--- src/cfe_regs.vh ---
/*
 Flag register layout, operation class codes, condition codes and reset values of the flag unit.
 Assumes it is included by bare name from the flag unit files.
*/
`ifndef CFE_REGS_VH
`define CFE_REGS_VH
`define CFE_FLAGS_ADDR   8'hE7
`define CFE_FLAGS_RESET  8'h00
`define CFE_BIT_C        7
`define CFE_BIT_Z        6
`define CFE_BIT_S        5
`define CFE_BIT_V        4
`define CFE_BIT_D        3
`define CFE_BIT_H        2
`define CFE_BIT_USER     1
`define CFE_BIT_SPACE    0
`define CFE_RP_RESET     8'h00
`define CFE_OP_NONE      5'h00
`define CFE_OP_ADD       5'h01
`define CFE_OP_ADC       5'h02
`define CFE_OP_SUB       5'h03
`define CFE_OP_SBC       5'h04
`define CFE_OP_AND       5'h05
`define CFE_OP_OR        5'h06
`define CFE_OP_XOR       5'h07
`define CFE_OP_TM        5'h08
`define CFE_OP_TCM       5'h09
`define CFE_OP_SLA       5'h0A
`define CFE_OP_SRA       5'h0B
`define CFE_OP_RRC       5'h0C
`define CFE_OP_RLC       5'h0D
`define CFE_OP_STACK     5'h0E
`define CFE_OP_DIV       5'h0F
`define CFE_OP_STEPPED_WORD_DIVIDE     5'h10
`define CFE_OP_CPJF      5'h11
`define CFE_OP_CPJT      5'h12
`define CFE_OP_DECREMENT_BRANCH_NONZERO      5'h13
`define CFE_OP_BIT_BRANCH_FALSE      5'h14
`define CFE_OP_BIT_BRANCH_TRUE      5'h15
`define CFE_OP_JPCC      5'h16
`define CFE_OP_WFI       5'h17
`define CFE_OP_HALT      5'h18
`define CFE_OP_SRPL      5'h19
`define CFE_OP_SET_WINDOW_POINTER_LOW      5'h1A
`define CFE_OP_SET_WINDOW_POINTER_HIGH      5'h1B
`define CFE_OP_INTERRUPT_RETURN      5'h1C
`define CFE_OP_SCF       5'h1D
`define CFE_OP_RCF       5'h1E
`define CFE_OP_CCF       5'h1F
`define CFE_CC_F         4'h0
`define CFE_CC_T         4'h8
`define CFE_CC_C         4'h7
`define CFE_CC_NC        4'hF
`define CFE_CC_Z         4'h6
`define CFE_CC_NZ        4'hE
`define CFE_CC_MI        4'h5
`define CFE_CC_PL        4'hD
`define CFE_CC_V         4'h4
`define CFE_CC_NV        4'hC
`define CFE_CC_LT        4'h1
`define CFE_CC_GE        4'h9
`define CFE_CC_LE        4'h2
`define CFE_CC_GT        4'hA
`define CFE_CC_ULE       4'h3
`define CFE_CC_UGT       4'hB
`endif

--- src/cfe_cond.v ---
/*
 Condition code evaluator for conditional branches.
 Assumes flags come from the flag register of the same clock domain.
*/
`timescale 1ns/1ps
`include "cfe_regs.vh"
module cfe_cond (
  // Condition select and flags
  input  wire [3:0] cc,
  input  wire       fc,
  input  wire       fz,
  input  wire       fs,
  input  wire       fv,
  // Result
  output reg        taken
);
  always @* begin
    case (cc)
      `CFE_CC_F:   taken = 1'b0; // RULE23
      `CFE_CC_T:   taken = 1'b1; // RULE23
      `CFE_CC_C:   taken = fc; // RULE19
      `CFE_CC_NC:  taken = ~fc;
      `CFE_CC_Z:   taken = fz;
      `CFE_CC_NZ:  taken = ~fz;
      `CFE_CC_MI:  taken = fs;
      `CFE_CC_PL:  taken = ~fs;
      `CFE_CC_V:   taken = fv;
      `CFE_CC_NV:  taken = ~fv;
      `CFE_CC_LT:  taken = fs ^ fv; // RULE20
      `CFE_CC_GE:  taken = ~(fs ^ fv); // RULE20
      `CFE_CC_LE:  taken = fz | (fs ^ fv); // RULE20
      `CFE_CC_GT:  taken = ~(fz | (fs ^ fv)); // RULE20
      `CFE_CC_ULE: taken = fc | fz; // RULE20
      `CFE_CC_UGT: taken = ~(fc | fz); // RULE20
      default:     taken = 1'b0;
    endcase
  end
endmodule // cfe_cond

--- src/cfe_flags.v ---
/*
 Flag unit of the core: flag register, working register pointers, branch decisions,
 wait and halt states, and the program/data space pin.
 Assumes the sequencer presents one operation per op_valid pulse with its ALU results
 already computed; undefined flag results are held unchanged here.
*/
`timescale 1ns/1ps
`include "cfe_regs.vh"
// Operation
// RULE1 - Byte add sets CZSVH, clears D
// RULE2 - Byte subtract sets CZSVH, sets D
// RULE3 - Logic ops keep C, set ZS, clear V
// RULE4 - Mask tests set ZS only, clear V
// RULE5 - Left shift sets CZSV; byte clears D
// RULE6 - Right shift flags differ byte versus word
// RULE7 - Rotates through carry set CSV, byte Z
// RULE8 - Stack operations leave every flag unchanged
// RULE9 - Byte divide sets C, D; ZS updated
// RULE10 - Compare branch alters no flags
// RULE11 - Decrement branch if nonzero, no flags
// RULE12 - Bit test branch leaves flags unchanged
// RULE13 - Wait stops until interrupt; DMA serviced
// RULE14 - Halt stops until reset only
// RULE15 - Long pointer sixteen; short pointers eight each
// RULE16 - Flags held at register location 231
// RULE17 - Bit 1 is untouched user bit
// RULE18 - Bit 0 selects space, drives pin
// RULE19 - Conditions use only C Z S V
// RULE20 - Signed uses S xor V; unsigned C
// RULE21 - Memory accesses follow selector bit
// RULE22 - Interrupt return restores flags; carry ops
// RULE23 - False never branches, true always branches
module cfe_flags (
  // Clock and reset
  input  wire        mclk,
  input  wire        rst_b,
  // Operation request
  input  wire        op_valid,
  input  wire [4:0]  op_code,
  input  wire        op_word,
  input  wire [3:0]  op_cc,
  input  wire [7:0]  op_arg,
  // ALU results for the operation
  input  wire        res_c,
  input  wire        res_z,
  input  wire        res_s,
  input  wire        res_v,
  input  wire        res_h,
  input  wire        cmp_true,
  input  wire        bit_val,
  input  wire [15:0] dec_val,
  // Saved context for interrupt return
  input  wire [7:0]  saved_flags,
  // Register file access to location 231
  input  wire        rf_wr,
  input  wire        rf_rd,
  input  wire [7:0]  rf_addr,
  input  wire [7:0]  rf_wdata,
  output reg  [7:0]  rf_rdata,
  // Memory space select from the sequencer
  input  wire        sel_prog,
  input  wire        sel_data,
  // Events
  input  wire        irq_enabled,
  input  wire        dma_req,
  input  wire        dma_done,
  // Results
  output reg  [7:0]  flags,
  output reg         branch,
  output reg         post_incr,
  output reg  [15:0] dec_out,
  output reg  [7:0]  rp0,
  output reg  [7:0]  rp1,
  output reg         run_stop,
  output reg         halted,
  output reg         dma_active,
  output reg         mem_space,
  output reg         pd_pin
);

  localparam ST_RUN  = 2'b00;
  localparam ST_WAIT = 2'b01;
  localparam ST_DMA  = 2'b10;
  localparam ST_HALT = 2'b11;

  reg  [1:0]  state;
  reg  [1:0]  next_state;
  reg  [7:0]  next_flags;
  reg         next_branch;
  reg         next_post_incr;
  reg  [15:0] next_dec;
  wire        cc_taken;
  wire [15:0] dec_res;
  wire        dec_nz;
  wire        do_op;
  wire        rf_hit;
  wire        rf_write;

  assign do_op   = op_valid & (state == ST_RUN);
  assign rf_hit  = (rf_addr == `CFE_FLAGS_ADDR);
  assign rf_write = rf_wr & rf_hit;
  assign dec_res = op_word ? (dec_val - 16'h0001) : {8'h00, dec_val[7:0] - 8'h01};
  assign dec_nz  = (dec_res != 16'h0000);

  // Accepted operation of one class; inputs passed in so always @* sees them
  function op_is;
    input       ok;
    input [4:0] code;
    input [4:0] want;
    begin
      op_is = ok && (code == want);
    end
  endfunction

  // Eight-register window base, kept aligned so short windows never straddle
  function [7:0] win8;
    input [7:0] arg;
    begin
      win8 = {arg[7:3], 3'h0};
    end
  endfunction

  cfe_cond u_cond (
    .cc    (op_cc),
    .fc    (flags[`CFE_BIT_C]),
    .fz    (flags[`CFE_BIT_Z]),
    .fs    (flags[`CFE_BIT_S]),
    .fv    (flags[`CFE_BIT_V]),
    .taken (cc_taken)
  );

  // Flag effects; undefined results keep the old value to stay deterministic
  always @* begin
    next_flags     = flags;
    next_branch    = 1'b0;
    next_post_incr = 1'b0;
    next_dec       = dec_out;
    if (rf_write) begin
      next_flags = rf_wdata; // RULE16
    end
    if (do_op) begin
      case (op_code)
        `CFE_OP_ADD, `CFE_OP_ADC: begin
          next_flags[`CFE_BIT_C] = res_c; // RULE1
          next_flags[`CFE_BIT_Z] = res_z;
          next_flags[`CFE_BIT_S] = res_s;
          next_flags[`CFE_BIT_V] = res_v;
          if (!op_word) begin
            next_flags[`CFE_BIT_D] = 1'b0; // RULE1
            next_flags[`CFE_BIT_H] = res_h;
          end
        end
        `CFE_OP_SUB, `CFE_OP_SBC: begin
          next_flags[`CFE_BIT_C] = res_c; // RULE2
          next_flags[`CFE_BIT_Z] = res_z;
          next_flags[`CFE_BIT_S] = res_s;
          next_flags[`CFE_BIT_V] = res_v;
          if (!op_word) begin
            next_flags[`CFE_BIT_D] = 1'b1; // RULE2
            next_flags[`CFE_BIT_H] = res_h;
          end
        end
        `CFE_OP_AND, `CFE_OP_OR, `CFE_OP_XOR: begin
          next_flags[`CFE_BIT_Z] = res_z; // RULE3
          next_flags[`CFE_BIT_S] = res_s;
          next_flags[`CFE_BIT_V] = 1'b0; // RULE3
        end
        `CFE_OP_TM, `CFE_OP_TCM: begin
          next_flags[`CFE_BIT_Z] = res_z; // RULE4
          next_flags[`CFE_BIT_S] = res_s;
          next_flags[`CFE_BIT_V] = 1'b0; // RULE4
        end
        `CFE_OP_SLA: begin
          next_flags[`CFE_BIT_C] = res_c; // RULE5
          next_flags[`CFE_BIT_Z] = res_z;
          next_flags[`CFE_BIT_S] = res_s;
          next_flags[`CFE_BIT_V] = res_v;
          if (!op_word) begin
            next_flags[`CFE_BIT_D] = 1'b0; // RULE5
            next_flags[`CFE_BIT_H] = res_h;
          end
        end
        `CFE_OP_SRA: begin
          next_flags[`CFE_BIT_C] = res_c; // RULE6
          next_flags[`CFE_BIT_S] = res_s;
          if (op_word) begin
            next_flags[`CFE_BIT_V] = 1'b0; // RULE6
          end else begin
            next_flags[`CFE_BIT_Z] = res_z; // RULE6
            next_flags[`CFE_BIT_V] = res_v;
            next_flags[`CFE_BIT_D] = 1'b0;
            next_flags[`CFE_BIT_H] = res_h;
          end
        end
        `CFE_OP_RRC, `CFE_OP_RLC: begin
          next_flags[`CFE_BIT_C] = res_c; // RULE7
          next_flags[`CFE_BIT_S] = res_s;
          next_flags[`CFE_BIT_V] = res_v;
          if (!op_word) begin
            next_flags[`CFE_BIT_Z] = res_z; // RULE7
          end
        end
        `CFE_OP_STACK: begin
          next_flags = flags; // RULE8
        end
        `CFE_OP_DIV: begin
          next_flags[`CFE_BIT_C] = 1'b1; // RULE9
          next_flags[`CFE_BIT_D] = 1'b1; // RULE9
          next_flags[`CFE_BIT_Z] = res_z;
          next_flags[`CFE_BIT_S] = res_s;
        end
        `CFE_OP_STEPPED_WORD_DIVIDE: begin
          next_flags = flags; // RULE9
        end
        `CFE_OP_CPJF: begin
          next_branch    = ~cmp_true; // RULE10
          next_post_incr = cmp_true; // RULE10
        end
        `CFE_OP_CPJT: begin
          next_branch    = cmp_true; // RULE10
          next_post_incr = ~cmp_true; // RULE10
        end
        `CFE_OP_DECREMENT_BRANCH_NONZERO: begin
          next_dec    = dec_res; // RULE11
          next_branch = dec_nz; // RULE11
        end
        `CFE_OP_BIT_BRANCH_FALSE: begin
          next_branch = ~bit_val; // RULE12
        end
        `CFE_OP_BIT_BRANCH_TRUE: begin
          next_branch = bit_val; // RULE12
        end
        `CFE_OP_JPCC: begin
          next_branch = cc_taken; // RULE19
        end
        `CFE_OP_INTERRUPT_RETURN: begin
          next_flags[7:2] = saved_flags[7:2]; // RULE22
        end
        `CFE_OP_SCF: begin
          next_flags[`CFE_BIT_C] = 1'b1; // RULE22
        end
        `CFE_OP_RCF: begin
          next_flags[`CFE_BIT_C] = 1'b0; // RULE22
        end
        `CFE_OP_CCF: begin
          next_flags[`CFE_BIT_C] = ~flags[`CFE_BIT_C]; // RULE22
        end
        default: begin
          next_flags = next_flags;
        end
      endcase
      // User bit is never an instruction flag effect
      next_flags[`CFE_BIT_USER] = rf_write ? rf_wdata[`CFE_BIT_USER]
                                           : flags[`CFE_BIT_USER]; // RULE17
    end
    // Hardware space selection wins over software writes to bit 0
    if (sel_prog) begin
      next_flags[`CFE_BIT_SPACE] = 1'b0; // RULE18
    end else if (sel_data) begin
      next_flags[`CFE_BIT_SPACE] = 1'b1; // RULE18
    end
  end

  // Wait and halt sequencing
  always @* begin
    case (state)
      ST_RUN: begin
        if (op_is(do_op, op_code, `CFE_OP_HALT)) begin
          next_state = ST_HALT; // RULE14
        end else if (op_is(do_op, op_code, `CFE_OP_WFI)) begin
          next_state = ST_WAIT; // RULE13
        end else begin
          next_state = ST_RUN;
        end
      end
      ST_WAIT: begin
        if (irq_enabled) begin
          next_state = ST_RUN; // RULE13
        end else if (dma_req) begin
          next_state = ST_DMA; // RULE13
        end else begin
          next_state = ST_WAIT;
        end
      end
      ST_DMA: begin
        next_state = dma_done ? ST_WAIT : ST_DMA; // RULE13
      end
      ST_HALT: begin
        next_state = ST_HALT; // RULE14
      end
      default: begin
        next_state = ST_RUN;
      end
    endcase
  end

  always @(posedge mclk) begin
    if (!rst_b) begin
      state      <= ST_RUN;
      flags      <= `CFE_FLAGS_RESET;
      branch     <= 1'b0;
      post_incr  <= 1'b0;
      dec_out    <= 16'h0000;
      rp0        <= `CFE_RP_RESET;
      rp1        <= `CFE_RP_RESET;
      run_stop   <= 1'b0;
      halted     <= 1'b0;
      dma_active <= 1'b0;
      mem_space  <= 1'b0;
      pd_pin     <= 1'b0;
      rf_rdata   <= 8'h00;
    end else begin
      state      <= next_state;
      flags      <= next_flags;
      branch     <= next_branch;
      post_incr  <= next_post_incr;
      dec_out    <= next_dec;
      run_stop   <= (next_state != ST_RUN); // RULE13
      halted     <= (next_state == ST_HALT); // RULE14
      dma_active <= (next_state == ST_DMA);
      mem_space  <= next_flags[`CFE_BIT_SPACE]; // RULE21
      pd_pin     <= next_flags[`CFE_BIT_SPACE]; // RULE18
      rf_rdata   <= (rf_rd && rf_hit) ? flags : 8'h00; // RULE16
      if (do_op) begin
        case (op_code)
          `CFE_OP_SRPL: begin
            rp0 <= {op_arg[7:4], 4'h0}; // RULE15
            rp1 <= {op_arg[7:4], 4'h8}; // RULE15
          end
          `CFE_OP_SET_WINDOW_POINTER_LOW: begin
            rp0 <= win8(op_arg); // RULE15
          end
          `CFE_OP_SET_WINDOW_POINTER_HIGH: begin
            rp1 <= win8(op_arg); // RULE15
          end
          default: begin
            rp0 <= rp0;
          end
        endcase
      end
    end
  end
endmodule // cfe_flags

--- config.mk ---
export PLATFORM = sky130hd
export DESIGN_NAME = cfe_flags
export DESIGN_NICKNAME = d
export VERILOG_FILES = /design/src/cfe_cond.v /design/src/cfe_flags.v
export VERILOG_INCLUDE_DIRS = /design/src
export SDC_FILE = /design/constraint.sdc
export NUM_CORES = 1
export LEC_CHECK = 0
export BUFFER_PORTS_ARGS = -buffer_cell sky130_fd_sc_hd__buf_2
export CAP_MARGIN = 25
export CORE_UTILIZATION = 43
export DETAILED_ROUTE_END_ITERATION = 8
export PLACE_DENSITY = 0.73
export SYNTH_ARGS = -nofsm -noshare
export SYNTH_HDL_FRONTEND = slang
export SYNTH_SLANG_ARGS = --single-unit
--- constraint.sdc ---
create_clock -name mclk -period 3.75 [get_ports mclk]
set_clock_uncertainty 0.2 [all_clocks]
set_input_delay 0.375 -clock mclk [delete_from_list [all_inputs] [get_ports mclk]]
set_output_delay 0.375 -clock mclk [all_outputs]
set_load 0.1 [all_outputs]
==> impl_metrics.toml <==
[detailed_routing]
wl_per_cell_um = 13.7
drc = 0
finalWirelength_um = 8100
ant_nets = 0
dr_total_vias = 3250
routed_via_density = 5.49
dr.pass1.iters = 5
drtIter0Drc = 262

[power_and_ir_drop]
comb_power_share = 0.229
p_int_uw = 828
ir_worst_vdd_v = 0.000231
seq_power_share = 0.444
pwr-share-clk = 0.327
power.switching_uw = 378
powerDensity_mw_per_mm2 = 314
switching_share = 0.313
leakage_nw = 1.82

[cells_and_area]
diodes = 0
nets = 572
finalNonFillerCells = 592
seq_area_um2 = 981
layout-drive-gt1-share = 0.278
final_core_util = 0.552
area_growth_pct = 21.4
fillers = 687
multi_input_area_mm2 = 0.00197

[setup_path]
crit_arrival_ns = 2.57
cp.required_ns = 3.77
path_class = "in -> reg"
end_kind = "flop"
crit_fanout = 7
start_kind = "input port"
r2r-start = "state[1]"
crit_start = "dec_val[1]"

[grt]
grt_pass1_wl_um = 12900
gr-total-overflow = 0
track_usage = 0.208
grt_pass1_vias = 2877
grt_max_degree = 41
antenna_found_initial = 0

[floorplan]
die_w_um = 87.7
die_area_mm2 = 0.00769
start_util = 0.455
die_h_um = 87.7
io-pin-count = 130
placementRows = 30
core_mm2 = 0.00694

[timing]
relSlewSlack = 0.505
min_period_ns = 2.55
period_share = 0.680
tightest_slew_ns = 0.742
hold_viol = 0
clock.fmax_mhz = 392
finalSetupViolCount = 0
whs_ns = 0.0175
rsz0062_at_grt = "no"
finalMaxSlewViolations = 0
finalSetupTns_ns = 0

[clocking]
cts_root_buf = "clkbuf_8"
cts_buffers = 5
cts_resized = 0
postCtsSetupBuffers = 0
clock_latency_ns = 0.30
cts_buffer_depth = 2
cts.sinks = 49
htreeDepth = 2
cts_tree = "yes"
path_clk_slew_ns = 0.10
holdBufCountCts = 0

[run_status]
status = "finished clean"

[synth]
syn_area_mm2 = 0.00316
netlist.area_leader.share = 0.311
synth_most_common_cell = "dfxtp_1"
yosys_warnings = 0
ys_top_cells_by_count = "49 x dfxtp_1, 46 x nand2_1, 22 x nor2_1"
synthArstFlopShare = 0
yosysTopAreaCell = "dfxtp_1"
synth_cell_types = 63
synthFlopType = "dfxtp_1"
synth_seq_cells = 49
syn_inst = 399
yosysSeqAreaShare = 0.311
synth.area.top_cells = "dfxtp_1 31%, nand2_1 5.5%, mux2i_1 3.8%"
avgSynthCellArea_um2 = 7.91
synth_edf_count = 0

[hold_path]
holdCritStartpoint = "sel_prog"
hold_class = "in -> reg"

[placement]
hpwl_um = 6220
port_buffers = 118
dp.cells = 584
gp_congestion = 0.855

[run]
max-cap-violations = 0
final timing paths:
check	endpoint	slack (ns)	cells past startpoint
min	flags[0]	0.02	2
max reg2reg	dec_out[15]	1.25	5
min reg2reg	rp0[3]	0.26	2
max	branch	1.20	9
kinds of logic after synthesis:
logic type | share of synthesized area
other | 0.00119
AO/OA/AOI/OAI | 0.203
buffers and inverters | 0.0725
adder cells (fa/ha/maj) | 0.00793
AND/OR/NAND/NOR | 0.322
multiplexers | 0.0523
XOR/XNOR | 0.0305
flip-flops | 0.311
stage by stage:
stage	worst slack [ns]	area [um2]	power [mW]
detailed placement	0.856	3710	0.822
floorplan	1.31	3180	0.752
CTS	1.17	3830	1.21
global placement	0.929	3710	0.817
global route	0.984	3830	1.26
finish	1.20	3830	1.21
routing by layer:
metal | GRT usage | routed length, um | vias to the layer above
met5 | 0 | 0 | -
met1 | 0.268 | 3750 | 1517
li1 | - | - | 1613
met2 | 0.352 | 3750 | 115
met3 | 0.0566 | 577 | 5
met4 | 0.0402 | 33 | 0
state kept, by name, indices dropped and copies added (netlist names):
name	cells
flags	8
branch	1
run_stop	1
state	2
dma_active	1
dec_out	16
rp0	5
rp1	5
rf_rdata	8
halted	1
post_incr	1
power groups by stage:
| stage | registers (mW) | logic (mW) | clock network [mW] |
|---|---|---|---|
| 2_1_floorplan | 0.581 | 0.171 | 0 |
| 3_3_place_gp | 0.547 | 0.270 | 0 |
| 3_5_place_dp | 0.548 | 0.274 | 0 |
| 4_1_cts | 0.535 | 0.275 | 0.404 |
| 5_1_grt | 0.537 | 0.296 | 0.422 |
| 6_report | 0.536 | 0.276 | 0.394 |
cell usage in the layout (no fill, tap or decap), types with 4 or more instances in the layout:
| master | count |
|---|---|
| conb_1 | 6 |
| mux2i_1 | 12 |
| dfxtp_1 | 49 |
| o211a_1 | 9 |
| nor2_1 | 22 |
| nand3b_1 | 4 |
| buf_2 | 118 |
| inv_1 | 9 |
| nand2_1 | 46 |
| a21boi_0 | 12 |
| nand2b_1 | 15 |
| xor2_1 | 8 |
| o22ai_1 | 5 |
| nand4b_1 | 5 |
| a21oi_1 | 15 |
| o21ai_0 | 16 |
| and2_1 | 15 |
| and3_1 | 4 |
| nand3_1 | 17 |
| or3_1 | 6 |
| nor4_1 | 6 |
| clkbuf_8 | 6 |
| mux2_2 | 4 |
| nor2b_1 | 13 |
| nor3_1 | 11 |
critical path, cell delays in order:
cell       delay [ns]
buf_2            0.13
inv_1            0.08
ha_1             0.26
or4b_1           0.65
nor4_1           0.42
mux2i_1          0.27
a21oi_1          0.05
and4b_1          0.19
o2bb2ai_1        0.14
layout make-up:
type / count / share of cell area
tap: 96 / 0.0313
inverter: 9 / 0.00881
timing repair buffer: 121 / 0.160
clock inverter: 2 / 0.00979
sequential: 49 / 0.256
multi-input combinational: 309 / 0.513
clock buffer: 6 / 0.0215
No activity file was read; power rests on OpenSTA's default activity.
